File: config.mk
export PLATFORM = sky130hd
export DESIGN_NAME = instr_decoder
export DESIGN_NICKNAME = d
export VERILOG_FILES = /design/src/core/instr_decoder_pkg.sv /design/src/core/instr_decoder.sv
export SDC_FILE = /design/constraint.sdc
export NUM_CORES = 1
export LEC_CHECK = 0
export ABC_CLOCK_PERIOD_IN_PS = 3100
export BUFFER_PORTS_ARGS = -buffer_cell sky130_fd_sc_hd__buf_2
export CORE_MARGIN = 2
export CORE_UTILIZATION = 45
export CTS_CLUSTER_SIZE = 24
export DETAILED_ROUTE_END_ITERATION = 10
export HOLD_SLACK_MARGIN = 0.08
export PLACE_DENSITY = 0.63
export SKIP_CTS_REPAIR_TIMING = 1
export SYNTH_ARGS = -nofsm -noshare
export SYNTH_HDL_FRONTEND = slang
export SYNTH_SLANG_ARGS = --single-unit
File: constraint.sdc
create_clock -name clk -period 3.1 [get_ports clk]
set_clock_uncertainty 0.05 [all_clocks]
set_input_delay 0.31 -clock clk [delete_from_list [all_inputs] [get_ports clk]]
set_output_delay 0.31 -clock clk [all_outputs]
set_load 0.005 [all_outputs]
File: src/core/instr_decoder_pkg.sv
package instr_decoder_pkg;

   localparam int WORD_WIDTH      = 14;
   localparam int DATA_WIDTH      = 8;
   localparam int FILE_ADDR_WIDTH = 7;
   localparam int BIT_SEL_WIDTH   = 3;
   localparam int SHORT_K_WIDTH   = 8;
   localparam int LONG_K_WIDTH    = 11;
   localparam int PC_WIDTH        = 13;

   // field positions within the instruction word
   localparam int FILE_ADDR_LSB  = 0;
   localparam int TARGET_BIT     = 7;
   localparam int BIT_SEL_LSB    = 7;
   localparam int CLASS_MSB      = 13;
   localparam int CLASS_LSB      = 12;
   localparam int BYTE_OP_LSB    = 8;
   localparam int BIT_OP_LSB     = 10;

   // instruction-class prefixes
   localparam logic [1:0] CLASS_BYTE = 2'h0;
   localparam logic [1:0] CLASS_BIT  = 2'h1;
   localparam logic [1:0] CLASS_JUMP = 2'h2;
   localparam logic [1:0] CLASS_LIT  = 2'h3;

   // byte-oriented operation nibbles
   localparam logic [3:0] OP_MISC   = 4'h0;
   localparam logic [3:0] OP_CLR    = 4'h1;
   localparam logic [3:0] OP_SUB    = 4'h2;
   localparam logic [3:0] OP_DEC    = 4'h3;
   localparam logic [3:0] OP_IOR    = 4'h4;
   localparam logic [3:0] OP_AND    = 4'h5;
   localparam logic [3:0] OP_XOR    = 4'h6;
   localparam logic [3:0] OP_ADD    = 4'h7;
   localparam logic [3:0] OP_MOV    = 4'h8;
   localparam logic [3:0] OP_COM    = 4'h9;
   localparam logic [3:0] OP_INC    = 4'ha;
   localparam logic [3:0] OP_DECSKP = 4'hb;
   localparam logic [3:0] OP_INCSKP = 4'hf;

   // bit-oriented operation codes
   localparam logic [1:0] BOP_CLR  = 2'h0;
   localparam logic [1:0] BOP_SET  = 2'h1;
   localparam logic [1:0] BOP_TSTC = 2'h2;
   localparam logic [1:0] BOP_TSTS = 2'h3;

   // index of the last oscillator period in an instruction cycle
   localparam logic [1:0] PHASE_LAST = 2'h3;
   localparam logic [PC_WIDTH-1:0] PC_RESET = 13'h0000;

   typedef enum logic [1:0] {
      PH_READ   = 2'b00,
      PH_MODIFY = 2'b01,
      PH_STORE  = 2'b10,
      PH_FETCH  = 2'b11
   } phase_e;

endpackage

File: src/core/instr_decoder.sv
// How it works
// RQ1 - 14-bit word splits into class/opcode bits and operand fields
// RQ2 - target bit zero writes accumulator, one writes the addressed file register
// RQ3 - register index is the low seven bits, addresses 0x00..0x7f
// RQ4 - bit position field picks one of eight bits in the file register
// RQ5 - literal ops take an 8-bit immediate, jumps an 11-bit one
// RQ6 - one instruction cycle is four oscillator periods
// RQ7 - one cycle per instruction; taken test or pc change adds a NOP cycle
// RQ8 - file register ops always read, then modify, then store
// RQ9 - don't-care encoding bits never change decoding
// RQ10 - decrement_skip_if_zero (00 1011) skips on zero, taking two cycles then
// RQ11 - increment_skip_if_zero (00 1111) skips on zero, taking two cycles then
// RQ12 - a zero skip result turns the next fetched instruction into a NOP
// RQ13 - zero-affecting instructions set null_result_flag on zero result, else clear
`timescale 1ns/1ns
module instr_decoder
   import instr_decoder_pkg::*;
(
   input  wire logic                           clk,
   input  wire logic                           srst,
   input  wire logic [instr_decoder_pkg::WORD_WIDTH-1:0]      instrWord,
   input  wire logic [instr_decoder_pkg::DATA_WIDTH-1:0]      fileRdData,
   output logic      [instr_decoder_pkg::PC_WIDTH-1:0]        programCounter,
   output logic      [instr_decoder_pkg::FILE_ADDR_WIDTH-1:0] fileAddr,
   output logic                                               fileRd,
   output logic                                               fileWr,
   output logic      [instr_decoder_pkg::DATA_WIDTH-1:0]      fileWrData,
   output logic      [instr_decoder_pkg::DATA_WIDTH-1:0]      accumulator,
   output logic                                               nullResultFlag,
   output logic                                               carryFlag,
   output logic                                               nopCycle,
   output logic                                               cycleStart
);
   import instr_decoder_pkg::*;

   typedef struct packed {
      phase_e                     phase;
      logic [WORD_WIDTH-1:0]      ir;
      logic                       flush;
      logic [DATA_WIDTH-1:0]      opA;
      logic [DATA_WIDTH-1:0]      result;
      logic                       wrFile;
      logic                       wrAcc;
      logic                       setZ;
      logic                       skip;
      logic [PC_WIDTH-1:0]        pc;
      logic [PC_WIDTH-1:0]        pcLoad;
      logic                       pcJump;
      logic [FILE_ADDR_WIDTH-1:0] addr;
      logic                       rd;
      logic                       wr;
      logic [DATA_WIDTH-1:0]      wdata;
      logic [DATA_WIDTH-1:0]      w;
      logic                       z;
      logic                       c;
      logic                       nop;
      logic                       start;
   } state_s;

   state_s st;
   state_s next_st;

   // decoded fields of the held instruction
   logic [1:0]                 cls;
   logic [3:0]                 bop;
   logic [1:0]                 bitOp;
   logic                       toFile;
   logic [FILE_ADDR_WIDTH-1:0] fAddr;
   logic [BIT_SEL_WIDTH-1:0]   bitSel;
   logic [SHORT_K_WIDTH-1:0]   kShort;
   logic [LONG_K_WIDTH-1:0]    kLong;
   logic [DATA_WIDTH-1:0]      bitMask;
   logic [DATA_WIDTH:0]        sum;

   // field split of the 14-bit word
   assign cls     = st.ir[CLASS_MSB:CLASS_LSB];                            // [RQ1]
   assign bop     = st.ir[BYTE_OP_LSB+3:BYTE_OP_LSB];                      // [RQ1]
   assign bitOp   = st.ir[BIT_OP_LSB+1:BIT_OP_LSB];
   assign toFile  = st.ir[TARGET_BIT];                                     // [RQ2]
   assign fAddr   = st.ir[FILE_ADDR_LSB+FILE_ADDR_WIDTH-1:FILE_ADDR_LSB];  // [RQ3]
   assign bitSel  = st.ir[BIT_SEL_LSB+BIT_SEL_WIDTH-1:BIT_SEL_LSB];        // [RQ4]
   assign kShort  = st.ir[SHORT_K_WIDTH-1:0];                              // [RQ5]
   assign kLong   = st.ir[LONG_K_WIDTH-1:0];                               // [RQ5]
   assign bitMask = DATA_WIDTH'(1) << bitSel;                              // [RQ4]

   always_comb begin
      next_st       = st;
      next_st.start = 1'b0;
      next_st.rd    = 1'b0;
      next_st.wr    = 1'b0;
      sum           = '0;
      // four phases make one instruction cycle
      unique case (st.phase)                                               // [RQ6]
         PH_READ: begin
            // read happens even for write-only ops like clear
            next_st.phase = PH_MODIFY;
            next_st.addr  = fAddr;
            next_st.rd    = !st.flush && (cls == CLASS_BYTE || cls == CLASS_BIT); // [RQ8]
         end
         PH_MODIFY: begin
            next_st.phase  = PH_STORE;
            next_st.opA    = fileRdData;
            next_st.wrFile = 1'b0;
            next_st.wrAcc  = 1'b0;
            next_st.setZ   = 1'b0;
            next_st.skip   = 1'b0;
            next_st.pcJump = 1'b0;
            next_st.result = fileRdData;
            if (!st.flush) begin
               unique case (cls)
                  CLASS_BYTE: begin
                     next_st.wrFile = toFile;                              // [RQ2]
                     next_st.wrAcc  = !toFile;                             // [RQ2]
                     next_st.setZ   = 1'b1;
                     unique case (bop)
                        OP_MISC: begin
                           // 0x00 move accumulator to file; others treated as nop
                           next_st.setZ   = 1'b0;
                           next_st.wrAcc  = 1'b0;
                           next_st.result = st.w;
                        end
                        OP_CLR: begin
                           // clear: low seven bits ignored when clearing w
                           next_st.result = '0;                            // [RQ9]
                        end
                        OP_SUB: begin
                           sum            = {1'b0, fileRdData} + {1'b0, ~st.w} + 9'h001;
                           next_st.result = sum[DATA_WIDTH-1:0];
                        end
                        OP_DEC:    next_st.result = fileRdData - 8'h01;
                        OP_IOR:    next_st.result = fileRdData | st.w;
                        OP_AND:    next_st.result = fileRdData & st.w;
                        OP_XOR:    next_st.result = fileRdData ^ st.w;
                        OP_ADD: begin
                           sum            = {1'b0, fileRdData} + {1'b0, st.w};
                           next_st.result = sum[DATA_WIDTH-1:0];
                        end
                        OP_MOV:    next_st.result = fileRdData;
                        OP_COM:    next_st.result = ~fileRdData;
                        OP_INC:    next_st.result = fileRdData + 8'h01;
                        OP_DECSKP: begin
                           next_st.setZ   = 1'b0;
                           next_st.result = fileRdData - 8'h01;
                           next_st.skip   = (fileRdData == 8'h01);         // [RQ10]
                        end
                        OP_INCSKP: begin
                           next_st.setZ   = 1'b0;
                           next_st.result = fileRdData + 8'h01;
                           next_st.skip   = (fileRdData == 8'hff);         // [RQ11]
                        end
                        default: begin
                           // rotates and swap are outside this decoder's map
                           next_st.setZ  = 1'b0;
                           next_st.wrAcc = !toFile;
                        end
                     endcase
                     if (bop == OP_MISC) begin
                        next_st.wrFile = toFile;
                     end
                     if (bop == OP_CLR) begin
                        next_st.wrFile = toFile;
                        next_st.wrAcc  = !toFile;
                     end
                  end
                  CLASS_BIT: begin
                     unique case (bitOp)
                        BOP_CLR: begin
                           next_st.result = fileRdData & ~bitMask;         // [RQ4]
                           next_st.wrFile = 1'b1;
                        end
                        BOP_SET: begin
                           next_st.result = fileRdData | bitMask;          // [RQ4]
                           next_st.wrFile = 1'b1;
                        end
                        BOP_TSTC: next_st.skip = (fileRdData & bitMask) == '0;
                        BOP_TSTS: next_st.skip = (fileRdData & bitMask) != '0;
                     endcase
                  end
                  CLASS_JUMP: begin
                     next_st.pcJump = 1'b1;                                // [RQ5]
                     next_st.pcLoad = {st.pc[PC_WIDTH-1:LONG_K_WIDTH], kLong};
                  end
                  CLASS_LIT: begin
                     // literal move into the accumulator
                     next_st.result = kShort;                              // [RQ5]
                     next_st.wrAcc  = 1'b1;
                  end
               endcase
            end
         end
         PH_STORE: begin
            next_st.phase = PH_FETCH;
            next_st.wr    = st.wrFile;                                     // [RQ8]
            next_st.wdata = st.result;
            if (st.wrAcc) begin
               next_st.w = st.result;                                      // [RQ2]
            end
            if (st.setZ) begin
               next_st.z = (st.result == '0);                              // [RQ13]
            end
         end
         PH_FETCH: begin
            next_st.phase = PH_READ;
            next_st.start = 1'b1;
            next_st.ir    = instrWord;
            // taken skip or jump turns the next cycle into a NOP
            next_st.flush = st.skip || st.pcJump;                          // [RQ7] [RQ12]
            next_st.nop   = st.skip || st.pcJump;                          // [RQ7]
            next_st.pc    = st.pcJump ? st.pcLoad : st.pc + 13'h0001;
         end
      endcase
      if (st.phase == PH_MODIFY && cls == CLASS_BYTE && (bop == OP_ADD || bop == OP_SUB)
          && !st.flush) begin
         next_st.c = sum[DATA_WIDTH];
      end
   end

   always_ff @(posedge clk) begin
      if (srst) begin
         st       <= '0;
         st.phase <= PH_READ;
         st.pc    <= PC_RESET;
         st.flush <= 1'b1;
      end else begin
         st <= next_st;
      end
   end

   assign programCounter = st.pc;
   assign fileAddr       = st.addr;
   assign fileRd         = st.rd;
   assign fileWr         = st.wr;
   assign fileWrData     = st.wdata;
   assign accumulator    = st.w;
   assign nullResultFlag = st.z;
   assign carryFlag      = st.c;
   assign nopCycle       = st.nop;
   assign cycleStart     = st.start;

   // cycle counter for assertions; cleared as a start is launched so the
   // reset cycle, which starts without a pulse, counts like any other
   logic [2:0] sinceStart;
   always_ff @(posedge clk) begin
      if (srst || next_st.start) begin
         sinceStart <= '0;
      end else begin
         sinceStart <= sinceStart + 3'h1;
      end
   end

   AST_FOUR_PERIODS: assert property (@(posedge clk) disable iff (srst)  // [RQ6]
      st.start |=> !st.start [*3] ##1 st.start) else $error("cycle not four periods");
   AST_CNT_BOUND: assert property (@(posedge clk) disable iff (srst)  // [RQ6]
      sinceStart <= 3'h3) else $error("cycle overran");
   AST_RMW_ORDER: assert property (@(posedge clk) disable iff (srst)  // [RQ8]
      st.wr |-> $past(st.rd, 2)) else $error("store without read");
   AST_RD_PHASE: assert property (@(posedge clk) disable iff (srst)  // [RQ8]
      st.rd |-> st.phase == PH_MODIFY) else $error("read in wrong phase");
   AST_SKIP_NOP: assert property (@(posedge clk) disable iff (srst)  // [RQ12]
      (st.phase == PH_FETCH && st.skip) |=> st.nop && st.flush) else $error("skip not nopped");
   AST_NOP_NOWRITE: assert property (@(posedge clk) disable iff (srst)  // [RQ7]
      (st.start && st.nop) |-> ##1 !st.rd ##1 1'b1 ##1 !st.wr) else $error("nop cycle wrote");
   AST_ZERO_FLAG: assert property (@(posedge clk) disable iff (srst)  // [RQ13]
      (st.phase == PH_STORE && st.setZ) |=> st.z == (st.result == '0)) else $error("zero flag wrong");
   AST_ACC_TARGET: assert property (@(posedge clk) disable iff (srst)  // [RQ2]
      (st.phase == PH_STORE && st.wrAcc) |=> st.w == $past(st.result) && !st.wr)
      else $error("accumulator target wrong");
   AST_JUMP_PC: assert property (@(posedge clk) disable iff (srst)  // [RQ7]
      (st.phase == PH_FETCH && st.pcJump) |=> st.pc == $past(st.pcLoad)) else $error("jump pc wrong");

   COV_SKIP: cover property (@(posedge clk) st.start && st.nop);
   COV_FILE_WR: cover property (@(posedge clk) st.wr);
   COV_ZERO: cover property (@(posedge clk) $rose(st.z));
endmodule

==> results of run 1 <==
## critical path: cells and delay by family, from the launching register on
family                   cells  cell delay, ps
AND/OR/NAND/NOR              2             470
buffers and inverters        1             110
flip-flops                   1             510
adder cells (fa/ha/maj)      1             320
AO/OA/AOI/OAI                4            1110
## routing by layer
| metal | GRT usage (%) | vias up |
|---|---|---|
| met1 | 39.4 | 2895 |
| met4 | 10.1 | 0 |
| met2 | 41.9 | 283 |
| li1 | - | 2813 |
| met3 | 5.80 | 42 |
| met5 | 0 | - |
## cell type report
cell class,instances,share of cell area [%]
multi-input combinational,573,56.2
sequential,85,25.4
timing repair buffer,94,8.30
clock buffer,11,3.63
tap,176,3.29
inverter,34,1.91
clock inverter,5,1.23
## cells by family (layout without fill, tap and decap cells)
kind of cell / after synthesis / count (layout)
and+or+nand+nor: 268 / 268
AOI/OAI and AO/OA: 212 / 212
buffers and inverters: 128 / 144
DFF: 85 / 85
adders and majority gates: 41 / 41
muxes: 38 / 38
xor gates and xnor gates: 14 / 14
## power breakdown
group,internal (W),leakage (nW),switching (W)
registers,0.00116,0.687,0.000105
logic,0.000316,1.74,0.000509
clock network,0.000731,0.160,0.000446
## metrics by stage
step / std cells / cell area (um2)
after CTS: 978 / 6690
after global placement: 962 / 6370
final: 978 / 6690
after global routing: 978 / 6690
after detailed placement: 962 / 6370
after floorplan: 786 / 6130
## cell usage in the layout (no fill, tap or decap), drive strengths merged, types with 16 or more instances in the layout
master,synthesis,layout
a21oi,63,63
buf,65,94
dfxtp,85,85
ha,38,38
inv,31,32
mux2i,36,36
nand2,76,76
nand3,20,20
nor2,78,78
nor2b,16,16
nor3,19,19
o21ai,40,40
## path summary, 6_finish.rpt
kind	from	end	slack, ps	cells past startpoint
max	accumulator[1]$_SDFFE_PP0P_	st[63]$_SDFFE_PP0P_	390	8
min	srst	st[56]$_SDFFE_PP0P_	150	2
max reg2reg	accumulator[1]$_SDFFE_PP0P_	st[63]$_SDFFE_PP0P_	390	8
min reg2reg	st[40]$_SDFFE_PP0P_	st[40]$_SDFFE_PP0P_	410	2
## sequential cells by signal, indices dropped and copies added (netlist names)
signal / count
fileWr: 1
bitSel: 3
programCounter: 13
bitOp: 2
st: 29
fileAddr: 7
fAddr: 7
carryFlag: 1
accumulator: 8
nopCycle: 1
fileRd: 1
cycleStart: 1
nullResultFlag: 1
fileWrData: 8
cls: 2
==> impl_metrics.env, run 1 <==
export IMPL_layout_setup_ws_ps=394
export IMPL_syn_inst=786
export IMPL_hold_slack_ps=151
export IMPL_fmax_mhz=370
export IMPL_critPathCaptureType="flop"
export IMPL_ys_top_cells_by_area="dfxtp_1, ha_1, mux2i_1"
export IMPL_drcViolationCount=0
export IMPL_dieWidth_um=121
export IMPL_fill_cells=1316
export IMPL_yosysMostFrequentCell="dfxtp_1"
export IMPL_p_leak_nw=2.59
export IMPL_synth_area_um2=6130
export IMPL_slew_viol_final=0
export IMPL_setup_violations=0
export IMPL_clk_pin_slew_ps=60
export IMPL_place_congestion=0.985
export IMPL_cts_sinks=85
export IMPL_ir_worst_vdd_uv=412
export IMPL_top_layer="met4"
export IMPL_finalPower_w=0.00327
export IMPL_dieArea_um2=14600
export IMPL_synth_adder_area_share_pct=8.57
export IMPL_crit_arrival_ps=2870
export IMPL_cellPowerDensity_nw_per_um2=488
export IMPL_vias=6033
export IMPL_fin_util_pct=50.3
export IMPL_antenna_found_initial=0
export IMPL_crit_chain="inv_1, ha_1, a211oi_1, o21ai_0, nor2b_1, a222oi_1, nor3b_1, o22ai_1"
export IMPL_async_flop_share_pct=0
export IMPL_routed_wl_met3_um=1630
export IMPL_synthTopCellsByCount="dfxtp_1, nor2_1, nand2_1"
export IMPL_fin_crit_sh_pct=87.3
export IMPL_synth_xor_area_share_pct=2.12
export IMPL_finalWorstPathRequiredPeriod_ps=2710
export IMPL_clockRootBuffer="clkbuf_16"
export IMPL_synth_simple_area_share_pct=21.3
export IMPL_cp_start_kind="flop"
export IMPL_drt_iter0_markers=502
export IMPL_slew_limit_headroom_pct=31.8
export IMPL_yosysTopAreaCell="dfxtp_1"
export IMPL_numCtsBuffers=9
export IMPL_cts_tree="done"
export IMPL_antenna_cells=0
export IMPL_status="complete, no violations"
export IMPL_grt_max_degree=41
export IMPL_dominantRegCellSynth="dfxtp_1"
export IMPL_regArea_um2=1700
export IMPL_pre_cts_ws_ps=374
export IMPL_syn_nets=850
export IMPL_wl_per_cell_um=20.8
export IMPL_first_pass_iters=5
export IMPL_coreArea_um2=13300
export IMPL_synth_top_area_share_pct=27.7
export IMPL_hold_violations=0
export IMPL_initial_utilization_pct=46.1
export IMPL_crit_fanout=6
export IMPL_drive_gt1_share_pct=15.1
export IMPL_ys_seq_area_share_pct=27.7
export IMPL_crit_required_ps=3260
export IMPL_syn_to_final_growth_pct=9.12
export IMPL_slowest_stage="dfxtp_1"
export IMPL_critical_path_max_stage_delay_ps=510
export IMPL_nets=861
export IMPL_ant_nets=0
export IMPL_rows=42
export IMPL_met1_length_um=9160
export IMPL_syn_avg_cell_area_um2=7.80
export IMPL_dieHeight_um=121
export IMPL_synth_cell_types=77
export IMPL_vias_per_cell=6.17
export IMPL_multi_input_area_um2=3760
export IMPL_grt_usage_pct=27.9
export IMPL_clock_path_buffers=2
export IMPL_yosysWarnings=0
export IMPL_hpwl_um=14900
export IMPL_wl_met2_um=8920
export IMPL_synth_seq_cells=85
export IMPL_setup_tns_ps=0
export IMPL_muxShareOfSynthArea_pct=6.24
export IMPL_hold_path_class="input pin to flop"
export IMPL_rsz0062_at_grt="no"
export IMPL_synth_compound_area_share_pct=23.1
export IMPL_cap_violations=0
export IMPL_tightest_slew_ps=1020
export IMPL_htree_levels=3
export IMPL_wirelength_um=20300
export IMPL_clock_latency_ps=340
export IMPL_synth_top_family_by_area="compound AO/OA/AOI/OAI gates"
export IMPL_synth_edf_count=0
export IMPL_ios=66
export IMPL_timing_worst_setup_path_type="flop to flop"
export IMPL_numPortBuffers=65
export IMPL_overflow=0
export IMPL_grt_first_pass_wirelength_um=31500
export IMPL_grt_pass1_vias=5671
(Power assumes the default switching activity.)
==> inputs of run 2 (changes only) <==
--- a/config.mk
+++ b/config.mk
@@ -5,14 +5,16 @@
 export SDC_FILE = /design/constraint.sdc
 export NUM_CORES = 1
 export LEC_CHECK = 0
-export ABC_CLOCK_PERIOD_IN_PS = 3100
+export ABC_CLOCK_PERIOD_IN_PS = 2700
 export BUFFER_PORTS_ARGS = -buffer_cell sky130_fd_sc_hd__buf_2
+export CAP_MARGIN = 15
 export CORE_MARGIN = 2
 export CORE_UTILIZATION = 45
 export CTS_CLUSTER_SIZE = 24
 export DETAILED_ROUTE_END_ITERATION = 10
 export HOLD_SLACK_MARGIN = 0.08
 export PLACE_DENSITY = 0.63
+export REMOVE_ABC_BUFFERS = 1
 export SKIP_CTS_REPAIR_TIMING = 1
 export SYNTH_ARGS = -nofsm -noshare
 export SYNTH_HDL_FRONTEND = slang
==> constraint.sdc (replaced) <==
create_clock -name clk -period 2.7 [get_ports clk]
set_clock_uncertainty 0.05 [all_clocks]
set_input_delay 0.27 -clock clk [delete_from_list [all_inputs] [get_ports clk]]
set_output_delay 0.27 -clock clk [all_outputs]
set_load 0.005 [all_outputs]
==> impl_metrics.env, run 2 (synthesis gave the netlist of run 1 again) <==
export IMPL_cap_violations=0
export IMPL_multi_input_area_um2=3760
export IMPL_crit_fanout=7
export IMPL_vias_per_cell=6.07
export IMPL_slew_limit_headroom_pct=57.2
export IMPL_vias=6013
export IMPL_fin_crit_sh_pct=93.8
export IMPL_rsz0062_at_grt="no"
export IMPL_crit_required_ps=2870
export IMPL_fmax_mhz=395
export IMPL_p_leak_nw=2.66
export IMPL_largest_register_ffs=29
export IMPL_timing_worst_setup_path_type="flop to flop"
export IMPL_place_congestion=0.930
export IMPL_finalWorstPathRequiredPeriod_ps=2530
export IMPL_clk_pin_slew_ps=70
export IMPL_rows=42
export IMPL_tightest_slew_ps=642
export IMPL_status="complete, no violations"
export IMPL_r2r_start="accumulator[1]$_SDFFE_PP0P_"
export IMPL_wl_per_cell_um=20.0
export IMPL_ios=66
export IMPL_regArea_um2=1700
export IMPL_setup_tns_ps=0
export IMPL_cellPowerDensity_nw_per_um2=552
export IMPL_ant_nets=0
export IMPL_startpoint="accumulator[1]$_SDFFE_PP0P_"
export IMPL_first_pass_iters=5
export IMPL_slew_viol_final=0
export IMPL_cp_start_kind="flop"
export IMPL_cts_sinks=85
export IMPL_min_from="instrWord[5]"
export IMPL_crit_chain="inv_1, ha_1, or2_2, a21oi_1, xnor2_1, a222oi_1, nor3b_1, o22ai_1"
export IMPL_numPortBuffers=65
export IMPL_antenna_cells=0
export IMPL_ir_worst_vdd_uv=424
export IMPL_fin_util_pct=51.2
export IMPL_grt_max_degree=44
export IMPL_fill_cells=1332
export IMPL_critical_path_max_stage_delay_ps=500
export IMPL_drt_iter0_markers=610
export IMPL_overflow=0
export IMPL_drive_gt1_share_pct=16.5
export IMPL_hold_violations=0
export IMPL_critPathTopFamily="compound AO/OA/AOI/OAI gates"
export IMPL_grt_usage_pct=27.9
export IMPL_clockRootBuffer="clkbuf_16"
export IMPL_critPathCaptureType="flop"
export IMPL_setup_violations=0
export IMPL_clock_path_buffers=2
export IMPL_hold_path_class="input pin to flop"
export IMPL_nets=873
export IMPL_numCtsBuffers=9
export IMPL_initial_utilization_pct=46.1
export IMPL_wirelength_um=19800
export IMPL_antenna_found_initial=0
export IMPL_dieHeight_um=121
export IMPL_grt_pass1_vias=5653
export IMPL_coreArea_um2=13300
export IMPL_final_cell_mix="dfxtp_1, nor2_1, nand2_1, buf_2, a21oi_1"
export IMPL_final_common_cell="dfxtp_1"
export IMPL_htree_levels=3
export IMPL_critPathBufInv=1
export IMPL_regMostFlops="st"
export IMPL_grt_first_pass_wirelength_um=31400
export IMPL_syn_to_final_growth_pct=10.9
export IMPL_slowest_stage="dfxtp_1"
export IMPL_dieArea_um2=14600
export IMPL_crit_arrival_ps=2700
export IMPL_cts_tree="done"
export IMPL_hpwl_um=14700
export IMPL_drcViolationCount=0
export IMPL_clock_latency_ps=350
export IMPL_dieWidth_um=121
==> run 2: cell type report <==
type | instances | area share (%)
Inverter | 34 | 1.88
Timing Repair Buffer | 106 | 9.86
Sequential cell | 85 | 25.0
Multi-Input combinational cell | 573 | 55.3
Clock buffer | 9 | 3.31
Clock inverter | 7 | 1.42
Tap cell | 176 | 3.24
==> run 2: metrics by stage <==
step	power (W)	hold WS [ps]	std cells	instance area [um2]	setup slack, ps
finish	0.00375	106	990	6800	169
detailed placement	0.00240	397	974	6480	201
CTS	0.00376	95.9	990	6800	187
floorplan	0.00200	289	692	5590	293
global placement	0.00239	392	974	6480	147
global route	0.00392	112	990	6800	2.22
==> run 2: metal layers <==
layer | share of wire, % | global-route usage (%)
met1 | 45 | 39.4
met2 | 46 | 43.5
met3 | 7.2 | 4.15
met4 | 2.0 | 9.16
met5 | 0 | 0
==> run 2: worst min-delay path: cells and delay by family <==
| family | cells | cell delay (ps) |
|---|---|---|
| buffers and inverters | 1 | 80 |
| and+or+nand+nor | 1 | 70 |
| muxes | 1 | 50 |
==> run 2: path summary, 6_finish.rpt <==
check	end	slack [ps]	cells past startpoint
setup reg to reg	st[63]$_SDFFE_PP0P_	170	8
hold / removal	fAddr[5]$_SDFFE_PP0P_	110	3
hold reg to reg	nullResultFlag$_SDFFE_PP0P_	410	2
setup / recovery	st[63]$_SDFFE_PP0P_	170	8
==> run 2: power by group <==
group / internal, W / switching (W) / leakage [nW] / total, W
sequential: 0.00133 / 0.000111 / 0.687 / 0.00144
clock: 0.000815 / 0.000541 / 0.160 / 0.00136
combinational: 0.000379 / 0.000578 / 1.81 / 0.000957
